`src/inc/dapx_pkg.sv`:
```
// constants shared by the debug memory access port
package dapx_pkg;
    // ==========================================
    // register byte offsets
    localparam logic [7:0] OFS_CTRL    = 8'h00;
    localparam logic [7:0] OFS_ADDR    = 8'h04;
    localparam logic [7:0] OFS_DATA    = 8'h0c;
    localparam logic [7:0] OFS_DATAHI  = 8'h10;
    localparam logic [7:0] OFS_TAG     = 8'h14;
    localparam logic [7:0] OFS_BARRIER = 8'h18;
    localparam logic [7:0] OFS_FAULT   = 8'h1c;
    // ==========================================
    // control word field positions
    localparam int CTL_PROT_LSB  = 24;
    localparam int CTL_AUTH_BIT  = 23;
    localparam int CTL_REALM_LSB = 21;
    localparam int CTL_TAGEN_BIT = 15;
    localparam int CTL_DOM_LSB   = 13;
    localparam int CTL_SPX_BIT   = 12;
    // ==========================================
    // reset values
    localparam logic [6:0] PROT_RST = 7'h30;
    localparam logic [1:0] DOM_RST  = 2'h3;
    localparam logic [2:0] SIZE_RST = 3'h2;
    // ==========================================
    // access sizes
    localparam logic [2:0] SZ_BYTE  = 3'h0;
    localparam logic [2:0] SZ_HALF  = 3'h1;
    localparam logic [2:0] SZ_WORD  = 3'h2;
    localparam logic [2:0] SZ_DWORD = 3'h3;
    localparam logic [2:0] AX_SZ_QW = 3'h4;
    // ==========================================
    // barrier, tag and bus transfer codes
    localparam logic [1:0] BAR_MEM     = 2'h1;
    localparam logic [1:0] BAR_SYNC    = 2'h3;
    localparam logic [1:0] TAGOP_NONE  = 2'h0;
    localparam logic [1:0] TAGOP_XFER  = 2'h1;
    localparam logic [1:0] TAGOP_UPD   = 2'h2;
    localparam logic [1:0] HTRANS_NSEQ = 2'h2;
endpackage

```
`src/inc/dapx_reg_if.sv`:
```
// register request carrier between bus slave and register core
`timescale 1ns/100ps
interface dapx_reg_if;
    logic        req;
    logic        write;
    logic [7:0]  addr;
    logic [31:0] wdata;
    logic [31:0] rdata;
    logic        ready;
    modport slv (output req, write, addr, wdata, input rdata, ready);
    modport core (input req, write, addr, wdata, output rdata, ready);
endinterface

```
`src/hdl/dapx_ahb_slv.sv`:
```
// bus slave front end turning bus transfers into register requests
`timescale 1ns/100ps
module dapx_ahb_slv (
    input  wire logic        sys_clk,   // system clock
    input  wire logic        nrst,      // async reset
    input  wire logic        hsel,      // slave select
    input  wire logic [31:0] haddr,     // address
    input  wire logic [1:0]  htrans,    // transfer type
    input  wire logic        hwrite,    // write flag
    input  wire logic [31:0] hwdata,    // write data
    input  wire logic        hready,    // bus ready
    output logic             hreadyout, // slave ready
    output logic [31:0]      hrdata,    // read data
    output logic             hresp,     // response
    dapx_reg_if.slv          rif        // register side
);
    import dapx_pkg::*;
    typedef struct packed {
        logic       pend;
        logic       write;
        logic [7:0] addr;
    } dapx_slv_t;
    dapx_slv_t s, next_s;

    always_comb begin
        next_s = s;
        if (hready) begin
            next_s.pend  = hsel && (htrans == HTRANS_NSEQ);
            next_s.write = hwrite;
            next_s.addr  = haddr[7:0];
        end
    end

    always_ff @(posedge sys_clk or negedge nrst) begin
        if (!nrst) begin
            s <= '0;
        end else begin
            s <= next_s;
        end
    end

    assign rif.req   = s.pend;
    assign rif.write = s.write;
    assign rif.addr  = s.addr;
    assign rif.wdata = hwdata;
    assign hreadyout = !s.pend || rif.ready;
    assign hrdata    = rif.rdata;
    assign hresp     = 1'b0;
endmodule

```
`src/hdl/dapx_axi_port.sv`:
```
// debug memory access port: register core and wide memory bus master
// Operation
// - barrier register read/write; only bits 2:1 and 0 defined, 31:3 read zero
// - type 01 memory barrier, 11 sync barrier; bit0 reads 0 while busy
// - with tagging, 64-bit accesses exist; 4-bit tags per 16-byte granule
// - tagged reads use transfer tag op, tagged writes update tag op
// - 64-bit read issued as 128-bit transaction, unused bytes dropped
// - 64-bit write issued as 128-bit transaction, strobes only on 64 bits
// - without realm support protection bit 1 picks secure or non-secure
// - with realm support extension bit and protection bit pick the space
// - access to a space not permitted performs no memory access
// - control bits 30:28 drive protection, 27:24 drive cache attributes
// - non-secure bit high drives line high; secure needs permit else none
// - protection field resets to 0110000
// - control bit 23 shows the secure debug authentication input
// - bits 22:21 show realm and root access status, else zero
// - bit 15 enables tag exchange through the tag register
// - bits 14:13 drive domain; reset to system
// - bit 12 supplies space extension with realm support, else zero
// - byte, half and word sizes supported, larger optional
// - encryption contexts recommended when memory system supports them; this port has no encryption context output
`timescale 1ns/100ps
module dapx_axi_port #(
    parameter bit HAS_TAG   = 1'b1, // tagging present
    parameter bit HAS_REALM = 1'b1, // realm extension present
    parameter bit HAS_DWORD = 1'b1  // 64-bit size present
) (
    input  wire logic        sys_clk,       // 40 MHz clock
    input  wire logic        nrst,          // async reset
    input  wire logic        hsel,          // slave select
    input  wire logic [31:0] haddr,         // address
    input  wire logic [1:0]  htrans,        // transfer type
    input  wire logic        hwrite,        // write flag
    input  wire logic [2:0]  hsize,         // size, word only
    input  wire logic [31:0] hwdata,        // write data
    input  wire logic        hready,        // bus ready
    output logic             hreadyout,     // slave ready
    output logic [31:0]      hrdata,        // read data
    output logic             hresp,         // response
    input  wire logic        secureInvasiveDebugAuth, // auth pin
    input  wire logic [1:0]  realmRootAccessStatus,   // realm/root pins
    output logic             arValid,       // read address valid
    input  wire logic        arReady,       // read address ready
    output logic [31:0]      arAddr,        // read address
    output logic [2:0]       arSize,        // read size
    output logic [2:0]       arProt,        // read protection
    output logic [3:0]       arCache,       // read cache
    output logic [1:0]       arDomain,      // read domain
    output logic             arSpaceExt,    // read space extension
    output logic [1:0]       arTagop,       // read tag op
    input  wire logic        rValid,        // read data valid
    output logic             rReady,        // read data ready
    input  wire logic [127:0] rData,        // read data
    input  wire logic [3:0]  rTag,          // read tag
    output logic             awValid,       // write address valid
    input  wire logic        awReady,       // write address ready
    output logic [31:0]      awAddr,        // write address
    output logic [2:0]       awSize,        // write size
    output logic [2:0]       awProt,        // write protection
    output logic [3:0]       awCache,       // write cache
    output logic [1:0]       awDomain,      // write domain
    output logic             awSpaceExt,    // write space extension
    output logic [1:0]       awTagop,       // write tag op
    output logic             wValid,        // write data valid
    input  wire logic        wReady,        // write data ready
    output logic [127:0]     wData,         // write data
    output logic [15:0]      wStrb,         // write strobes
    output logic [3:0]       wTag,          // write tag
    input  wire logic        bValid,        // write response valid
    output logic             bReady,        // write response ready
    output logic             barValid,      // barrier request
    output logic [1:0]       barType,       // barrier kind
    input  wire logic        barReady,      // barrier accepted
    input  wire logic        barResp        // barrier complete pulse
);
    import dapx_pkg::*;

    typedef enum logic [1:0] {ST_IDLE, ST_RD, ST_WR, ST_ACK} dapx_fsm_t;
    typedef struct packed {
        dapx_fsm_t   fsm;
        logic [6:0]  prot;
        logic [1:0]  domain;
        logic        tagEn;
        logic        spaceExt;
        logic [2:0]  size;
        logic [31:0] addr;
        logic [31:0] dataLo;
        logic [31:0] dataHi;
        logic [3:0]  tag;
        logic [1:0]  barKind;
        logic        barBusy;
        logic        barSent;
        logic        fault;
        logic [1:0]  authSync;
        logic [1:0]  realmS1;
        logic [1:0]  realmS2;
        logic [31:0] rdata;
        logic        arV;
        logic        awV;
        logic        wV;
    } dapx_top_t;

    dapx_top_t s, next_s;
    dapx_reg_if rif ();

    logic [31:0] ctrlWord;
    logic [31:0] regRead;
    logic        sizeOk;
    logic        spaceOk;
    logic        accessOk;
    logic [31:0] busAddr;
    logic [31:0] rdLo;
    logic [31:0] rdHi;
    logic [2:0]  axSize;

    // ==========================================
    // bus front end and lane placement
    dapx_ahb_slv u_slv (
        .sys_clk   (sys_clk),
        .nrst      (nrst),
        .hsel      (hsel),
        .haddr     (haddr),
        .htrans    (htrans),
        .hwrite    (hwrite),
        .hwdata    (hwdata),
        .hready    (hready),
        .hreadyout (hreadyout),
        .hrdata    (hrdata),
        .hresp     (hresp),
        .rif       (rif.slv)
    );

    dapx_lane u_lane (
        .addr   (s.addr[3:0]),
        .size   (s.size),
        .lo     (s.dataLo),
        .hi     (s.dataHi),
        .rdBus  (rData),
        .strb   (wStrb),
        .axSize (axSize),
        .wBus   (wData),
        .rdLo   (rdLo),
        .rdHi   (rdHi)
    );

    // ==========================================
    // register read view
    always_comb begin
        ctrlWord = '0;
        ctrlWord[CTL_PROT_LSB +: 7] = s.prot;
        ctrlWord[CTL_AUTH_BIT] = s.authSync[1];
        ctrlWord[CTL_REALM_LSB +: 2] = HAS_REALM ? s.realmS2 : 2'h0;
        ctrlWord[CTL_TAGEN_BIT] = s.tagEn;
        ctrlWord[CTL_DOM_LSB +: 2] = s.domain;
        ctrlWord[CTL_SPX_BIT] = s.spaceExt;
        ctrlWord[2:0] = s.size;
    end

    always_comb begin
        case (rif.addr)
            OFS_CTRL:    regRead = ctrlWord;
            OFS_ADDR:    regRead = s.addr;
            OFS_DATA:    regRead = s.dataLo;
            OFS_DATAHI:  regRead = s.dataHi;
            OFS_TAG:     regRead = {28'h0, s.tag};
            OFS_BARRIER: regRead = {29'h0, s.barKind, !s.barBusy};
            OFS_FAULT:   regRead = {31'h0, s.fault};
            default:     regRead = '0;
        endcase
    end

    // ==========================================
    // access permission
    assign sizeOk = (s.size <= SZ_WORD) || (HAS_DWORD && s.size == SZ_DWORD);
    always_comb begin
        if (HAS_REALM && s.spaceExt) begin
            spaceOk = s.prot[5] ? s.realmS2[0] : (s.realmS2 == 2'h3);
        end else begin
            spaceOk = s.prot[5] || s.authSync[1];
        end
    end
    assign accessOk = sizeOk && spaceOk;

    // ==========================================
    // next state
    always_comb begin
        next_s = s;
        next_s.authSync = {s.authSync[0], secureInvasiveDebugAuth};
        next_s.realmS1  = realmRootAccessStatus;
        next_s.realmS2  = s.realmS1;
        // barrier runs beside register traffic
        if (s.barBusy && !s.barSent && barReady) begin
            next_s.barSent = 1'b1;
        end
        if (s.barBusy && s.barSent && barResp) begin
            next_s.barBusy = 1'b0;
            next_s.barSent = 1'b0;
        end
        case (s.fsm)
            ST_IDLE: begin
                if (rif.req) begin
                    next_s.fsm = ST_ACK;
                    next_s.rdata = regRead;
                    if (rif.write) begin
                        case (rif.addr)
                            OFS_CTRL: begin
                                next_s.prot = rif.wdata[CTL_PROT_LSB +: 7];
                                next_s.tagEn = HAS_TAG && rif.wdata[CTL_TAGEN_BIT];
                                next_s.domain = rif.wdata[CTL_DOM_LSB +: 2];
                                next_s.spaceExt = HAS_REALM && rif.wdata[CTL_SPX_BIT];
                                next_s.size = rif.wdata[2:0];
                            end
                            OFS_ADDR:   next_s.addr = rif.wdata;
                            OFS_DATAHI: next_s.dataHi = rif.wdata;
                            OFS_TAG:    next_s.tag = rif.wdata[3:0];
                            OFS_FAULT: begin
                                if (rif.wdata[0]) begin
                                    next_s.fault = 1'b0;
                                end
                            end
                            OFS_BARRIER: begin
                                next_s.barKind = rif.wdata[2:1];
                                if (!s.barBusy && rif.wdata[0]
                                    && (rif.wdata[2:1] == BAR_MEM
                                        || rif.wdata[2:1] == BAR_SYNC)) begin
                                    next_s.barBusy = 1'b1;
                                end
                            end
                            default: ;
                        endcase
                    end
                    if (rif.addr == OFS_DATA) begin
                        if (!accessOk) begin
                            next_s.fault = 1'b1;
                            next_s.rdata = '0;
                        end else if (rif.write) begin
                            next_s.dataLo = rif.wdata;
                            next_s.awV = 1'b1;
                            next_s.wV = 1'b1;
                            next_s.fsm = ST_WR;
                        end else begin
                            next_s.arV = 1'b1;
                            next_s.fsm = ST_RD;
                        end
                    end
                end
            end
            ST_RD: begin
                if (s.arV && arReady) begin
                    next_s.arV = 1'b0;
                end
                if (!s.arV && rValid) begin
                    next_s.dataLo = rdLo;
                    next_s.rdata = rdLo;
                    if (s.size == SZ_DWORD) begin
                        next_s.dataHi = rdHi;
                    end
                    if (s.tagEn) begin
                        next_s.tag = rTag;
                    end
                    next_s.fsm = ST_ACK;
                end
            end
            ST_WR: begin
                if (s.awV && awReady) begin
                    next_s.awV = 1'b0;
                end
                if (s.wV && wReady) begin
                    next_s.wV = 1'b0;
                end
                if (!s.awV && !s.wV && bValid) begin
                    next_s.fsm = ST_ACK;
                end
            end
            ST_ACK: next_s.fsm = ST_IDLE;
            default: next_s.fsm = ST_IDLE;
        endcase
    end

    always_ff @(posedge sys_clk or negedge nrst) begin
        if (!nrst) begin
            s        <= '0;
            s.prot   <= PROT_RST;
            s.domain <= DOM_RST;
            s.size   <= SIZE_RST;
        end else begin
            s <= next_s;
        end
    end

    // ==========================================
    // outputs; no encryption context port
    assign rif.ready = (s.fsm == ST_ACK);
    assign rif.rdata = s.rdata;
    assign busAddr = (s.size == SZ_DWORD) ? {s.addr[31:4], 4'h0} : s.addr;
    assign arValid = s.arV;
    assign arAddr = busAddr;
    assign arSize = axSize;
    assign arProt = s.prot[6:4];
    assign arCache = s.prot[3:0];
    assign arDomain = s.domain;
    assign arSpaceExt = s.spaceExt;
    assign arTagop = s.tagEn ? TAGOP_XFER : TAGOP_NONE;
    assign rReady = (s.fsm == ST_RD) && !s.arV;
    assign awValid = s.awV;
    assign awAddr = busAddr;
    assign awSize = axSize;
    assign awProt = s.prot[6:4];
    assign awCache = s.prot[3:0];
    assign awDomain = s.domain;
    assign awSpaceExt = s.spaceExt;
    assign awTagop = s.tagEn ? TAGOP_UPD : TAGOP_NONE;
    assign wValid = s.wV;
    assign wTag = s.tag;
    assign bReady = (s.fsm == ST_WR) && !s.awV && !s.wV;
    assign barValid = s.barBusy && !s.barSent;
    assign barType = s.barKind;

    // ==========================================
    // checks
    property p_barRes;
        @(posedge sys_clk) disable iff (!nrst)
        (s.fsm == ST_IDLE && rif.req && !rif.write && rif.addr == OFS_BARRIER)
        |=> (rif.rdata[31:3] == 29'h0 && rif.rdata[0] == !$past(s.barBusy));
    endproperty
    a_barRes: assert property (p_barRes) else $error("barrier read wrong");

    property p_barStart;
        @(posedge sys_clk) disable iff (!nrst)
        (s.fsm == ST_IDLE && rif.req && rif.write && rif.addr == OFS_BARRIER
         && !s.barBusy && rif.wdata[0] && rif.wdata[2:1] == BAR_SYNC)
        |=> barValid && barType == BAR_SYNC;
    endproperty
    a_barStart: assert property (p_barStart) else $error("barrier not issued");

    property p_barDone;
        @(posedge sys_clk) disable iff (!nrst)
        (s.barBusy && !s.barSent) |=> s.barBusy;
    endproperty
    a_barDone: assert property (p_barDone) else $error("barrier cleared early");

    property p_rdTag;
        @(posedge sys_clk) disable iff (!nrst)
        (arValid && s.tagEn) |-> arTagop == TAGOP_XFER;
    endproperty
    a_rdTag: assert property (p_rdTag) else $error("read tag op wrong");

    property p_wrTag;
        @(posedge sys_clk) disable iff (!nrst)
        (awValid && s.tagEn) |-> awTagop == TAGOP_UPD;
    endproperty
    a_wrTag: assert property (p_wrTag) else $error("write tag op wrong");

    property p_rdWide;
        @(posedge sys_clk) disable iff (!nrst)
        (arValid && s.size == SZ_DWORD) |-> (arSize == AX_SZ_QW && arAddr[3:0] == 4'h0);
    endproperty
    a_rdWide: assert property (p_rdWide) else $error("64-bit read not widened");

    property p_wrStrb;
        @(posedge sys_clk) disable iff (!nrst)
        (wValid && s.size == SZ_DWORD)
        |-> ($countones(wStrb) == 8 && awSize == AX_SZ_QW);
    endproperty
    a_wrStrb: assert property (p_wrStrb) else $error("64-bit strobes wrong");

    property p_secure;
        @(posedge sys_clk) disable iff (!nrst)
        $rose(arValid) |-> (arProt[1] || $past(s.authSync[1]) || (HAS_REALM && arSpaceExt));
    endproperty
    a_secure: assert property (p_secure) else $error("secure read without permit");

    property p_deny;
        @(posedge sys_clk) disable iff (!nrst)
        (s.fsm == ST_IDLE && rif.req && rif.addr == OFS_DATA && !accessOk)
        |=> (s.fsm == ST_ACK && !arValid && !awValid) ##1 s.fault;
    endproperty
    a_deny: assert property (p_deny) else $error("denied access went out");

    property p_auth;
        @(posedge sys_clk) disable iff (!nrst)
        $rose(secureInvasiveDebugAuth) |-> ##2 ctrlWord[CTL_AUTH_BIT];
    endproperty
    a_auth: assert property (p_auth) else $error("auth bit not reflected");
endmodule

```
`src/hdl/dapx_lane.sv`:
```
// byte lane placement and strobes on the wide data bus
`timescale 1ns/100ps
module dapx_lane (
    input  wire logic [3:0]   addr,   // low address bits
    input  wire logic [2:0]   size,   // access size
    input  wire logic [31:0]  lo,     // low write word
    input  wire logic [31:0]  hi,     // high write word
    input  wire logic [127:0] rdBus,  // read bus
    output logic [15:0]       strb,   // write strobes
    output logic [2:0]        axSize, // bus size
    output logic [127:0]      wBus,   // placed write data
    output logic [31:0]       rdLo,   // selected low word
    output logic [31:0]       rdHi    // selected high word
);
    import dapx_pkg::*;
    logic [4:0] nBytes;
    logic [4:0] base;
    logic       dw;

    assign dw     = (size == SZ_DWORD);
    assign nBytes = 5'h01 << size;
    assign base   = {1'b0, addr & ~(nBytes[3:0] - 4'h1)};
    assign axSize = dw ? AX_SZ_QW : size;
    assign wBus   = dw ? {2{hi, lo}} : {4{lo}};
    assign rdLo   = rdBus[{addr[3:2], 5'h00} +: 32];
    assign rdHi   = rdBus[{addr[3], 6'h20} +: 32];

    // only the bytes of the intended access are strobed
    genvar i;
    generate
        for (i = 0; i < 16; i++) begin : g_strb
            assign strb[i] = (5'(i) >= base) && (5'(i) < base + nBytes);
        end
    endgenerate
endmodule

```
`config.mk`:
```
export PLATFORM = sky130hd
export DESIGN_NAME = dapx_axi_port
export DESIGN_NICKNAME = d
export VERILOG_FILES = /design/src/inc/dapx_pkg.sv /design/src/inc/dapx_reg_if.sv /design/src/hdl/dapx_ahb_slv.sv /design/src/hdl/dapx_axi_port.sv /design/src/hdl/dapx_lane.sv
export SDC_FILE = /design/constraint.sdc
export NUM_CORES = 1
export LEC_CHECK = 0
export BUFFER_PORTS_ARGS = -buffer_cell sky130_fd_sc_hd__clkbuf_2
export CORE_AREA = 2 2 193 195
export CTS_BUF_LIST = sky130_fd_sc_hd__clkbuf_8
export DETAILED_ROUTE_END_ITERATION = 8
export DIE_AREA = 0 0 195 197
export GPL_ROUTABILITY_DRIVEN = 0
export PLACE_DENSITY = 0.64
export SLEW_MARGIN = 10
export SYNTH_ARGS = -nofsm -noshare
export SYNTH_HDL_FRONTEND = slang
export SYNTH_HIERARCHICAL = 1
export SYNTH_SLANG_ARGS = --single-unit
export TNS_END_PERCENT = 50
```
`constraint.sdc`:
```
create_clock -name sys_clk -period 4.8 [get_ports sys_clk]
set_input_delay 0.24 -clock sys_clk [delete_from_list [all_inputs] [get_ports sys_clk]]
set_output_delay 0.24 -clock sys_clk [all_outputs]
set_load 0.02 [all_outputs]
```
# --- Word-level counts from Yosys, hierarchy flattened ---
# Cells that the tools add are included.
# W data, S select, Z words.
totals:
  input_bits: 216
  elab_cells: 202
  ff_bits: 172
op_classes:
  shifts: 3
  bitwise_logic: 2
  eq_ne: 28
  add_sub_neg: 2
  magnitude_cmp: 33
  n_mux: 50
  n_reduce_logical: 60
ops:
  columns: ["operator", "count"]
  rows:
  - ["$mux W32", 8]
  - ["$shiftx A128 B8 Y32", 2]
  - ["$pmux W32 S7", 1]
  - ["$pmux W68 S2", 1]
  - ["$mux W128", 1]
  - ["$mux W119", 1]
  - ["$mux W35", 2]
  - ["$mux W68", 1]
  - ["$pmux W33 S2", 1]
  - ["$mux W46", 1]
  - ["$lt A4 B5 Y1 const A", 8]
  - ["$mux W39", 1]
  - ["$reduce_and A6 Y1", 6]
  - ["$logic_and A1 B1 Y1", 33]
  - ["$eq A8 B5 Y1 const B", 4]
  - ["$ge A4 B4 Y1 const A", 8]
  - ["$ne A2 B2 Y1 const B", 11]
  - ["$lt A3 B5 Y1 const A", 4]
  - ["$ge A3 B4 Y1 const A", 4]
  - ["$mux W2", 8]
  - ["$mux W1", 15]
  - ["$mux W14", 1]
  - ["$mux W4", 3]
  - ["$reduce_and A4 Y1", 3]
  - ["26 further kinds", 50]

# --- Logic depth before layout (Yosys ltp) ---
# Gate-level depths: netlist of the first run.
logic_depth:
  ltp_word: 10
  depth_mapped: 11

# --- Cells and area by module ---
# Netlist of the first run, hierarchy kept.
by_module_without_submodules:
  columns: ["mod", "instances", "cells_per_inst", "seq_area_each_um2", "area_each_um2"]
  rows:
  - ["dapx_axi_port", 1, 821, 4060.1, 8894.8]
  - ["dapx_lane", 1, 353, 0.0, 2706.3]
  - ["dapx_ahb_slv", 1, 90, 250.2, 908.4]

# --- Worst setup path after synthesis of the first run ---
# OpenSTA, ideal clock, no wires.
synth_path:
  path_kind: "reg2out"
  start: "register, netlist name ctrlWord[1]"
  end: "output wStrb[0]"
  stages_incl_launch_ff: 11
  slack_ps: 1843
  t_required_ps: 4560
  path_buffers: 2
  arrival_time_ps: 2717
  cell_sequence: "dfstp_2 -> buf_2 -> nor2_1 -> and2_1 -> fa_1 -> o21ai_0 -> a21oi_1 -> or3_4 -> mux2i_4 -> buf_6 -> a21oi_1"
synth_between:
  elab_chain_len: 7
  word_cells_on_any_way: 8
  cone_classes: "add/sub (2); order compare (2); shift (1); bitwise (2); reduce/logical (1)"
synth_lines:
  columns: ["element", "line_no", "source"]
  rows:
  - ["$shl A1 B3 Y5 (*)", "dapx_lane.sv:21", "assign nBytes = 5'h01 << size;"]
  - ["$sub A4 B1 Y4", "dapx_lane.sv:22", "assign base = {1'b0, addr & ~(nBytes[3:0] - 4'h1)};"]
  - ["$not A4 Y4", "dapx_lane.sv:22", null]
  - ["$and A4 B4 Y4", "dapx_lane.sv:22", null]
  - ["$add A4 B5 Y5", "dapx_lane.sv:32", "assign strb[i] = (5'(i) >= base) && (5'(i) < base + nBytes);"]
  - ["$lt A1 B5 Y1", "dapx_lane.sv:32", null]
  - ["$logic_and A1 B1 Y1 (*)", "dapx_lane.sv:32", null]
  - ["to (decl)", "dapx_axi_port.sv:67", "output logic [15:0] wStrb,"]
# Every way passes the cells marked *; elsewhere a longest branch is shown, timed or not.

# --- Worst setup path in the final report of the first run ---
layout_path:
  start: "register, netlist name ctrlWord[2]"
  end: "output wStrb[5]"
layout_between:
  elab_chain_len: 7
  word_cells_on_any_way: 8
  cone_classes: "add/sub (2); order compare (2); shift (1); bitwise (2); reduce/logical (1)"
layout_lines:
  columns: ["element", "line_no"]
  rows:
  - ["$shl A1 B3 Y5 (*)", "dapx_lane.sv:21"]
  - ["$sub A4 B1 Y4", "dapx_lane.sv:22"]
  - ["$not A4 Y4", "dapx_lane.sv:22"]
  - ["$and A4 B4 Y4", "dapx_lane.sv:22"]
  - ["$add A4 B5 Y5", "dapx_lane.sv:32"]
  - ["$lt A3 B5 Y1", "dapx_lane.sv:32"]
  - ["$logic_and A1 B1 Y1 (*)", "dapx_lane.sv:32"]
# Marked as above.

==> results of run 1 <==
==> per-layer routing <==
| metal | track usage [%] | vias to the layer above | part of all wire, % |
|---|---|---|---|
| met1 | 28.0 | 5269 | 43 |
| met2 | 38.4 | 440 | 50 |
| met5 | 0 | - | 0 |
| met3 | 3.76 | 46 | 5.4 |
| li1 | - | 4687 | - |
| met4 | 5.88 | 0 | 1.8 |
==> synth_stat cells, drive strengths merged, types with 16 or more instances <==
cell type  instances  share of area, %
a21oi             60               2.6
buf              287                17
mux2i             68               5.6
nand2             72               2.2
inv               16              0.48
nor2              66               2.0
clkbuf            45               1.4
o21ai             57               2.3
a22o              63               4.4
mux2             191                17
dfrtp            167                33
o22ai             27               1.4
==> state kept, by name, summed over array words and instances, names as in the netlist <==
signal           count
ctrlWord             7
arValid              1
next_s               3
arDomain             2
u_slv/rif.addr       8
arSpaceExt           1
arProt               3
rif.rdata           32
u_slv/rif.write      1
wValid               1
s                  101
barType              2
arCache              4
awValid              1
wTag                 4
u_slv/rif.req        1
==> critical path, stage by stage (launching register included) <==
cell      delay, ns
dfrtp_1        0.77
nor2_1         0.16
and2_1         0.23
fa_1           0.50
o21ai_0        0.19
a21oi_1        0.12
or3_4          0.41
mux2i_4        0.50
a211oi_1       0.16
clkbuf_2       0.19
==> cells by family after synthesis <==
kind of cell,count (synthesis)
flip-flops,172
buffers and inverters,348
AND/OR/NAND/NOR,211
adder cells (fa/ha/maj),6
AO/OA/AOI/OAI,265
other,2
XOR/XNOR,1
multiplexers,259
==> path summary, 6_finish.rpt <==
path	start	endpoint	cells past startpoint
hold reg to reg	next_s[40]	ctrlWord[23]	0
setup reg to reg	s[161]	s[75]	7
hold / removal	wReady	wValid	4
min in group asynchronous	nrst	next_s[36]	2
max in group asynchronous	nrst	s[117]	3
setup / recovery	ctrlWord[2]	wStrb[5]	9
==> layout make-up <==
cell class | instances | area, µm²
inverter | 16 | 60.1
clock inverter | 15 | 146
clock buffer | 17 | 234
tap | 468 | 586
fill | 3635 | 22000
timing repair buffer | 533 | 2980
multi-input combinational | 745 | 5920
sequential | 172 | 4320
==> per-stage QoR <==
step | utilization (%) | setup slack [ns] | hold WS (ns) | power [µW]
6_report | 39.3 | 0.839 | 0.0619 | 7100
5_1_grt | 39.3 | 0.499 | 0.0265 | 7470
4_1_cts | 39.3 | 0.788 | 0.00110 | 7140
3_5_place_dp | 37.0 | 1.35 | 0.301 | 6040
3_3_place_gp | 37.0 | 1.44 | 0.305 | 5970
2_1_floorplan | - | 1.84 | -0.0556 | 5340
==> power by group through the flow <==
stage / combinational (µW) / sequential (µW) / clock, µW
after floorplan: 3240 / 2100 / 0
after global placement: 3710 / 2260 / 0
after detailed placement: 3760 / 2280 / 0
after CTS: 3800 / 2250 / 1080
after global routing: 4030 / 2310 / 1140
final: 3790 / 2250 / 1050
==> what timing repair did <==
| action | in CTS | in global routing |
|---|---|---|
| hold buffers | 46 | 0 |
| setup buffers | 0 | 0 |
| endpoints found under the hold margin | 132 | 0 |
| setup endpoints to repair | 0 | 0 |
==> results.md, run 1 <==
- Synth Flop Type: dfrtp_1
- First-pass GRT wire length: 63600 µm
- Final number of setup-violating endpoints: 0
- Clk pwr share: 14.8%
- DP HPWL: 30700 µm
- Ys async rst share: 100%
- GRT Total Usage: 22.0%
- Minimum clock period: 3.96 ns
- Leak: 0.00699 µW
- Fin. Hold Viols: 0
- Die height: 197 µm
- Setup_tns: 0 ns
- TritonRoute pass-1 iters: 5
- Worst Path Required: 4.56 ns
- Die Span X: 195 µm
- Sequential share of power: 31.7%
- Post-Synth Simple-Gate Area: 8.26%
- Sequential area share after synthesis: 34.5%
- Layout cells sized above 1: 50.1%
- Comb power frac: 53.4%
- Core area: 0.0363 mm²
- FF+latch count, synth: 172
- Switch Pwr: 3430 µW
- Switching share of total power: 48.3%
- Max Root-Sink Buffers: 2
- Post-synthesis adder-cell area fraction: 0.660%
- Crit path launch type: register
- Number of global-route vias before repair: 10205
- Io pins: 500
- Total Routed Length: 43200 µm
- Highest ir drop seen on vdd: 295 µV
- Iter 0 DRT Violations: 644
- Tcrit/Tclk final: 82.5%
- Critical path fanouts, max: 15
- Total grt overflow: 0
- N_diodes: 0
- Clock buffer count from CTS: 17
- DR DRC count: 0
- Xor and xnor area share after synthesis: 0.130%
- Run status: finished, final reports clean
- Wire per inst: 22.0 µm
- Via density per instance: 5.31
- Synth Area in Compound Gates: 14.8%
- Largest net degree at the start of global routing: 94
- Layout Skew: 0.0205 ns
- Clock transition at the registers of the reported paths: 0.12 ns
- EDFF count, synth: 0
- RSZ-0062 raised after global routing: false
- Largest family of logic cells by synthesized area: multiplexers
- Max_cap viols: 0
- Nets: 1707
- Worst-Margin Slew: 1.11 ns
- Final std cells w/o fill: 1966
- Design Area, Final: 0.0142 mm²
- Cts repair resizes: 0
- Starting Density: 34.5%
- Mux cell area share after synthesis: 23.0%
- H-tree depth: 4
- CTS tree: yes
- Critical path type: reg2out
- Final ANT Viol Nets: 0
- Most common cell after layout, fill and taps aside: clkbuf_2
- Worst reg-to-reg setup slack: 1.35 ns
- Fmax: 252 MHz
- Internal power: 3670 µW
- Clock root cell: clkbuf_8
- Most frequent cells in the layout: clkbuf_2, mux2_2, dfrtp_1, nand2_1, mux2i_1
- Synthesized area: 0.0125 mm²
- Clock Sink Count: 172
- I/O Buffers: 469
- Unique cell type count in the Yosys netlist: 71
- Final Slew Violations: 0
- Die ar.: 0.0384 mm²
- Syn Area/Cell: 9.90 µm²
- Vias: 10442
- Worst-Skew Late Latency: 0.50 ns
- Area of placed instances: 0.0134 mm²
- Post-Place Cells: 1888
- Synth warn: 6
- # rows: 70
- P&R area growth vs syn: 13.8%
- Cells after synthesis: 1264
- Worst hold path class: in2reg
- Arr. time, crit path: 3.72 ns
- Initial antenna violation count: 0
- Relative slew slack: 25.7%
- Power Density: 498 mW/mm²
- Worst setup EP type: primary output
Note: power is estimated with default switching activity, not from simulation.
==> inputs of run 2 (changes only) <==
==> constraint.sdc (replaced) <==
create_clock -name sys_clk -period 4 [get_ports sys_clk]
set_input_delay 0.2 -clock sys_clk [delete_from_list [all_inputs] [get_ports sys_clk]]
set_output_delay 0.2 -clock sys_clk [all_outputs]
set_load 0.02 [all_outputs]
==> run 2 against run 1 <==
Net effect:
- setup slack got worse by 0.48 ns
- worst hold slack got worse by 0.0019 ns
- flip-flop and latch count did not move
- power increased by 24%
- wire length up 2.4%
==> results.md, run 2 (synthesis results as in run 1) <==
- Cts repair resizes: 0 (unchanged)
- Largest net degree at the start of global routing: 89 (-5.3%)
- DP HPWL: 31000 µm (+1.0%)
- Max_cap viols: 0 (unchanged)
- RSZ-0062 raised after global routing: false
- Via density per instance: 5.30 (-0.24%)
- Setup WS post-layout: 0.363 ns (-0.476 ns)
- Switching share of total power: 46.0% (-2.3 points)
- Critical path fanouts, max: 18 (+3)
- Total Routed Length: 44300 µm (+2.4%)
- Arr. time, crit path: 3.44 ns (-0.28 ns)
- CTS tree: yes
- GRT Total Usage: 22.6% (+0.66 points)
- Clock transition at the registers of the reported paths: 0.10 ns (-0.02 ns)
- Minimum clock period: 3.64 ns
- Most frequent cells in the layout: clkbuf_2, mux2_2, dfrtp_1, nand2_1, mux2i_1
- Die height: 197 µm (unchanged)
- # rows: 70 (unchanged)
- First-pass GRT wire length: 65100 µm (+2.4%)
- Fmax: 275 MHz
- Most common cell after layout, fill and taps aside: clkbuf_2
- Worst-Skew Late Latency: 0.50 ns (about the same)
- Starting Density: 34.5% (unchanged)
- Internal power: 4750 µW (+29%)
- Final std cells w/o fill: 1975 (+0.46%)
- Layout cells sized above 1: 50.2% (+0.099 points)
- Number of global-route vias before repair: 10277 (+0.71%)
- Final ANT Viol Nets: 0 (unchanged)
- Total grt overflow: 0 (unchanged)
- Worst reg-to-reg setup slack: 1.07 ns (-0.28 ns)
- Worst hold path class: in2reg
- Register with the most flip-flops: s
- Worst-Margin Slew: 1.17 ns (+0.0544 ns)
- Worst setup EP type: primary output
- Iter 0 DRT Violations: 594 (-7.8%)
- Io pins: 500 (unchanged)
- Wire per inst: 22.4 µm (+2.0%)
- Relative slew slack: 21.9% (-3.8 points)
- Worst Path Required: 3.80 ns (-0.76 ns)
- Largest register FFs: 101 (unchanged)
- Power Density: 609 mW/mm² (+22%)
- Run status: finished, final reports clean
- Core area: 0.0363 mm² (unchanged)
- Crit path launch type: register
- Fin. Hold Viols: 0 (unchanged)
- Clk pwr share: 17.3% (+2.5 points)
- Worst reg2reg path depth: 7 (unchanged)
- Post-Place Cells: 1893 (+0.26%)
- Tcrit/Tclk final: 90.9%
- Critical path type: reg2out
- H-tree depth: 4 (unchanged)
- TritonRoute pass-1 iters: 5 (unchanged)
- Layout Skew: 0.0193 ns (-0.00123 ns)
- Nets: 1716 (+0.53%)
- Die Span X: 195 µm (unchanged)
- Switch Pwr: 4040 µW (+18%)
- I/O Buffers: 469 (unchanged)
- Initial antenna violation count: 1 (+1)
- Final Slew Violations: 0 (unchanged)
- Pre-CTS setup slack: 0.724 ns (-0.625 ns)
- P&R area growth vs syn: 15.3%
- Clock buffer count from CTS: 17 (unchanged)
- Vias: 10465 (+0.22%)
- Clock root cell: clkbuf_8
- Setup_tns: 0 ns (unchanged)
- Clock Sink Count: 172 (unchanged)
- Final number of setup-violating endpoints: 0 (unchanged)
- Sequential share of power: 30.7% (-1.0 points)
- N_diodes: 0 (unchanged)
- Leak: 0.00708 µW (+1.4%)
- DR DRC count: 0 (unchanged)
- Die ar.: 0.0384 mm² (unchanged)
- Max Root-Sink Buffers: 2 (unchanged)
- Comb power frac: 52.0% (-1.4 points)
- Hold depth: 2 (-2)
- Highest ir drop seen on vdd: 275 µV (-6.8%)
[run 2: cell count changes in the layout (fill, tap and decap cells not counted), sizes merged]
cell         previous run  this run
clkinv                  4         2
clkbuf                486       489
buf                    18        24
bufinv                  0         5
dlygate4sd3            46        49
inv                    26        20
[run 2: routing by layer]
layer / GRT usage (%) / share of wire (%) / vias to the layer above / routed length, µm
met1: 28.7 / 42 / 5234 / 18500
met3: 3.54 / 5.6 / 48 / 2480
met4: 6.22 / 1.7 / 0 / 741
met5: 0 / 0 / - / 0
li1: - / - / 4715 / -
met2: 40.0 / 51 / 468 / 22500
[run 2: worst paths after layout]
| kind | from | to |
|---|---|---|
| worst max-delay path | ctrlWord[1] | wStrb[8] |
| max in group asynchronous | nrst | s[118] |
| worst max register to register | s[161] | s[55] |
| min in group asynchronous | nrst | next_s[36] |
| worst min-delay path | hwdata[13] | s[127] |
| worst min register to register | next_s[35] | ctrlWord[21] |
[run 2: what timing repair did]
item,in CTS,in global routing
hold buffers,49,0
setup buffers,0,1
endpoints found under the setup margin,0,5
hold endpoints to repair,141,0
[run 2: cell type report]
cell class | count | area, µm²
Inverter | 16 | 60.1
Multi-Input combinational cell | 745 | 5920
Timing Repair Buffer | 542 | 3060
Sequential cell | 172 | 4320
Tap cell | 468 | 586
Clock inverter | 12 | 206
Clock buffer | 20 | 275
Fill cell | 3637 | 21800
[run 2: power by group through the flow]
stage | Sequential, µW | Clock [µW] | Combinational (µW)
3_5_place_dp | 2730 | 0 | 4540
4_1_cts | 2690 | 1570 | 4590
2_1_floorplan | 2520 | 0 | 3890
5_1_grt | 2760 | 1630 | 4870
3_3_place_gp | 2690 | 0 | 4490
6_report | 2700 | 1520 | 4570
[run 2: critical path, stage by stage (launching register included)]
cell       delay, ns
dfstp_2         0.73
nor2_1          0.13
and2_1          0.21
fa_1            0.49
o21ai_0         0.18
a21oi_1         0.12
or2b_1          0.29
mux2i_2         0.46
a2111oi_2       0.15
clkbuf_2        0.19
[run 2: per-stage QoR]
step | util, % | hold WS [ns] | power, µW | instance area, µm²
final | 39.8 | 0.0600 | 8790 | 14400
after global routing | 39.8 | 0.0106 | 9260 | 14400
after CTS | 39.7 | 0.00543 | 8850 | 14400
after detailed placement | 37.1 | 0.303 | 7270 | 13400
after global placement | 37.1 | 0.305 | 7190 | 13400
after floorplan | - | -0.0956 | 6410 | 12500
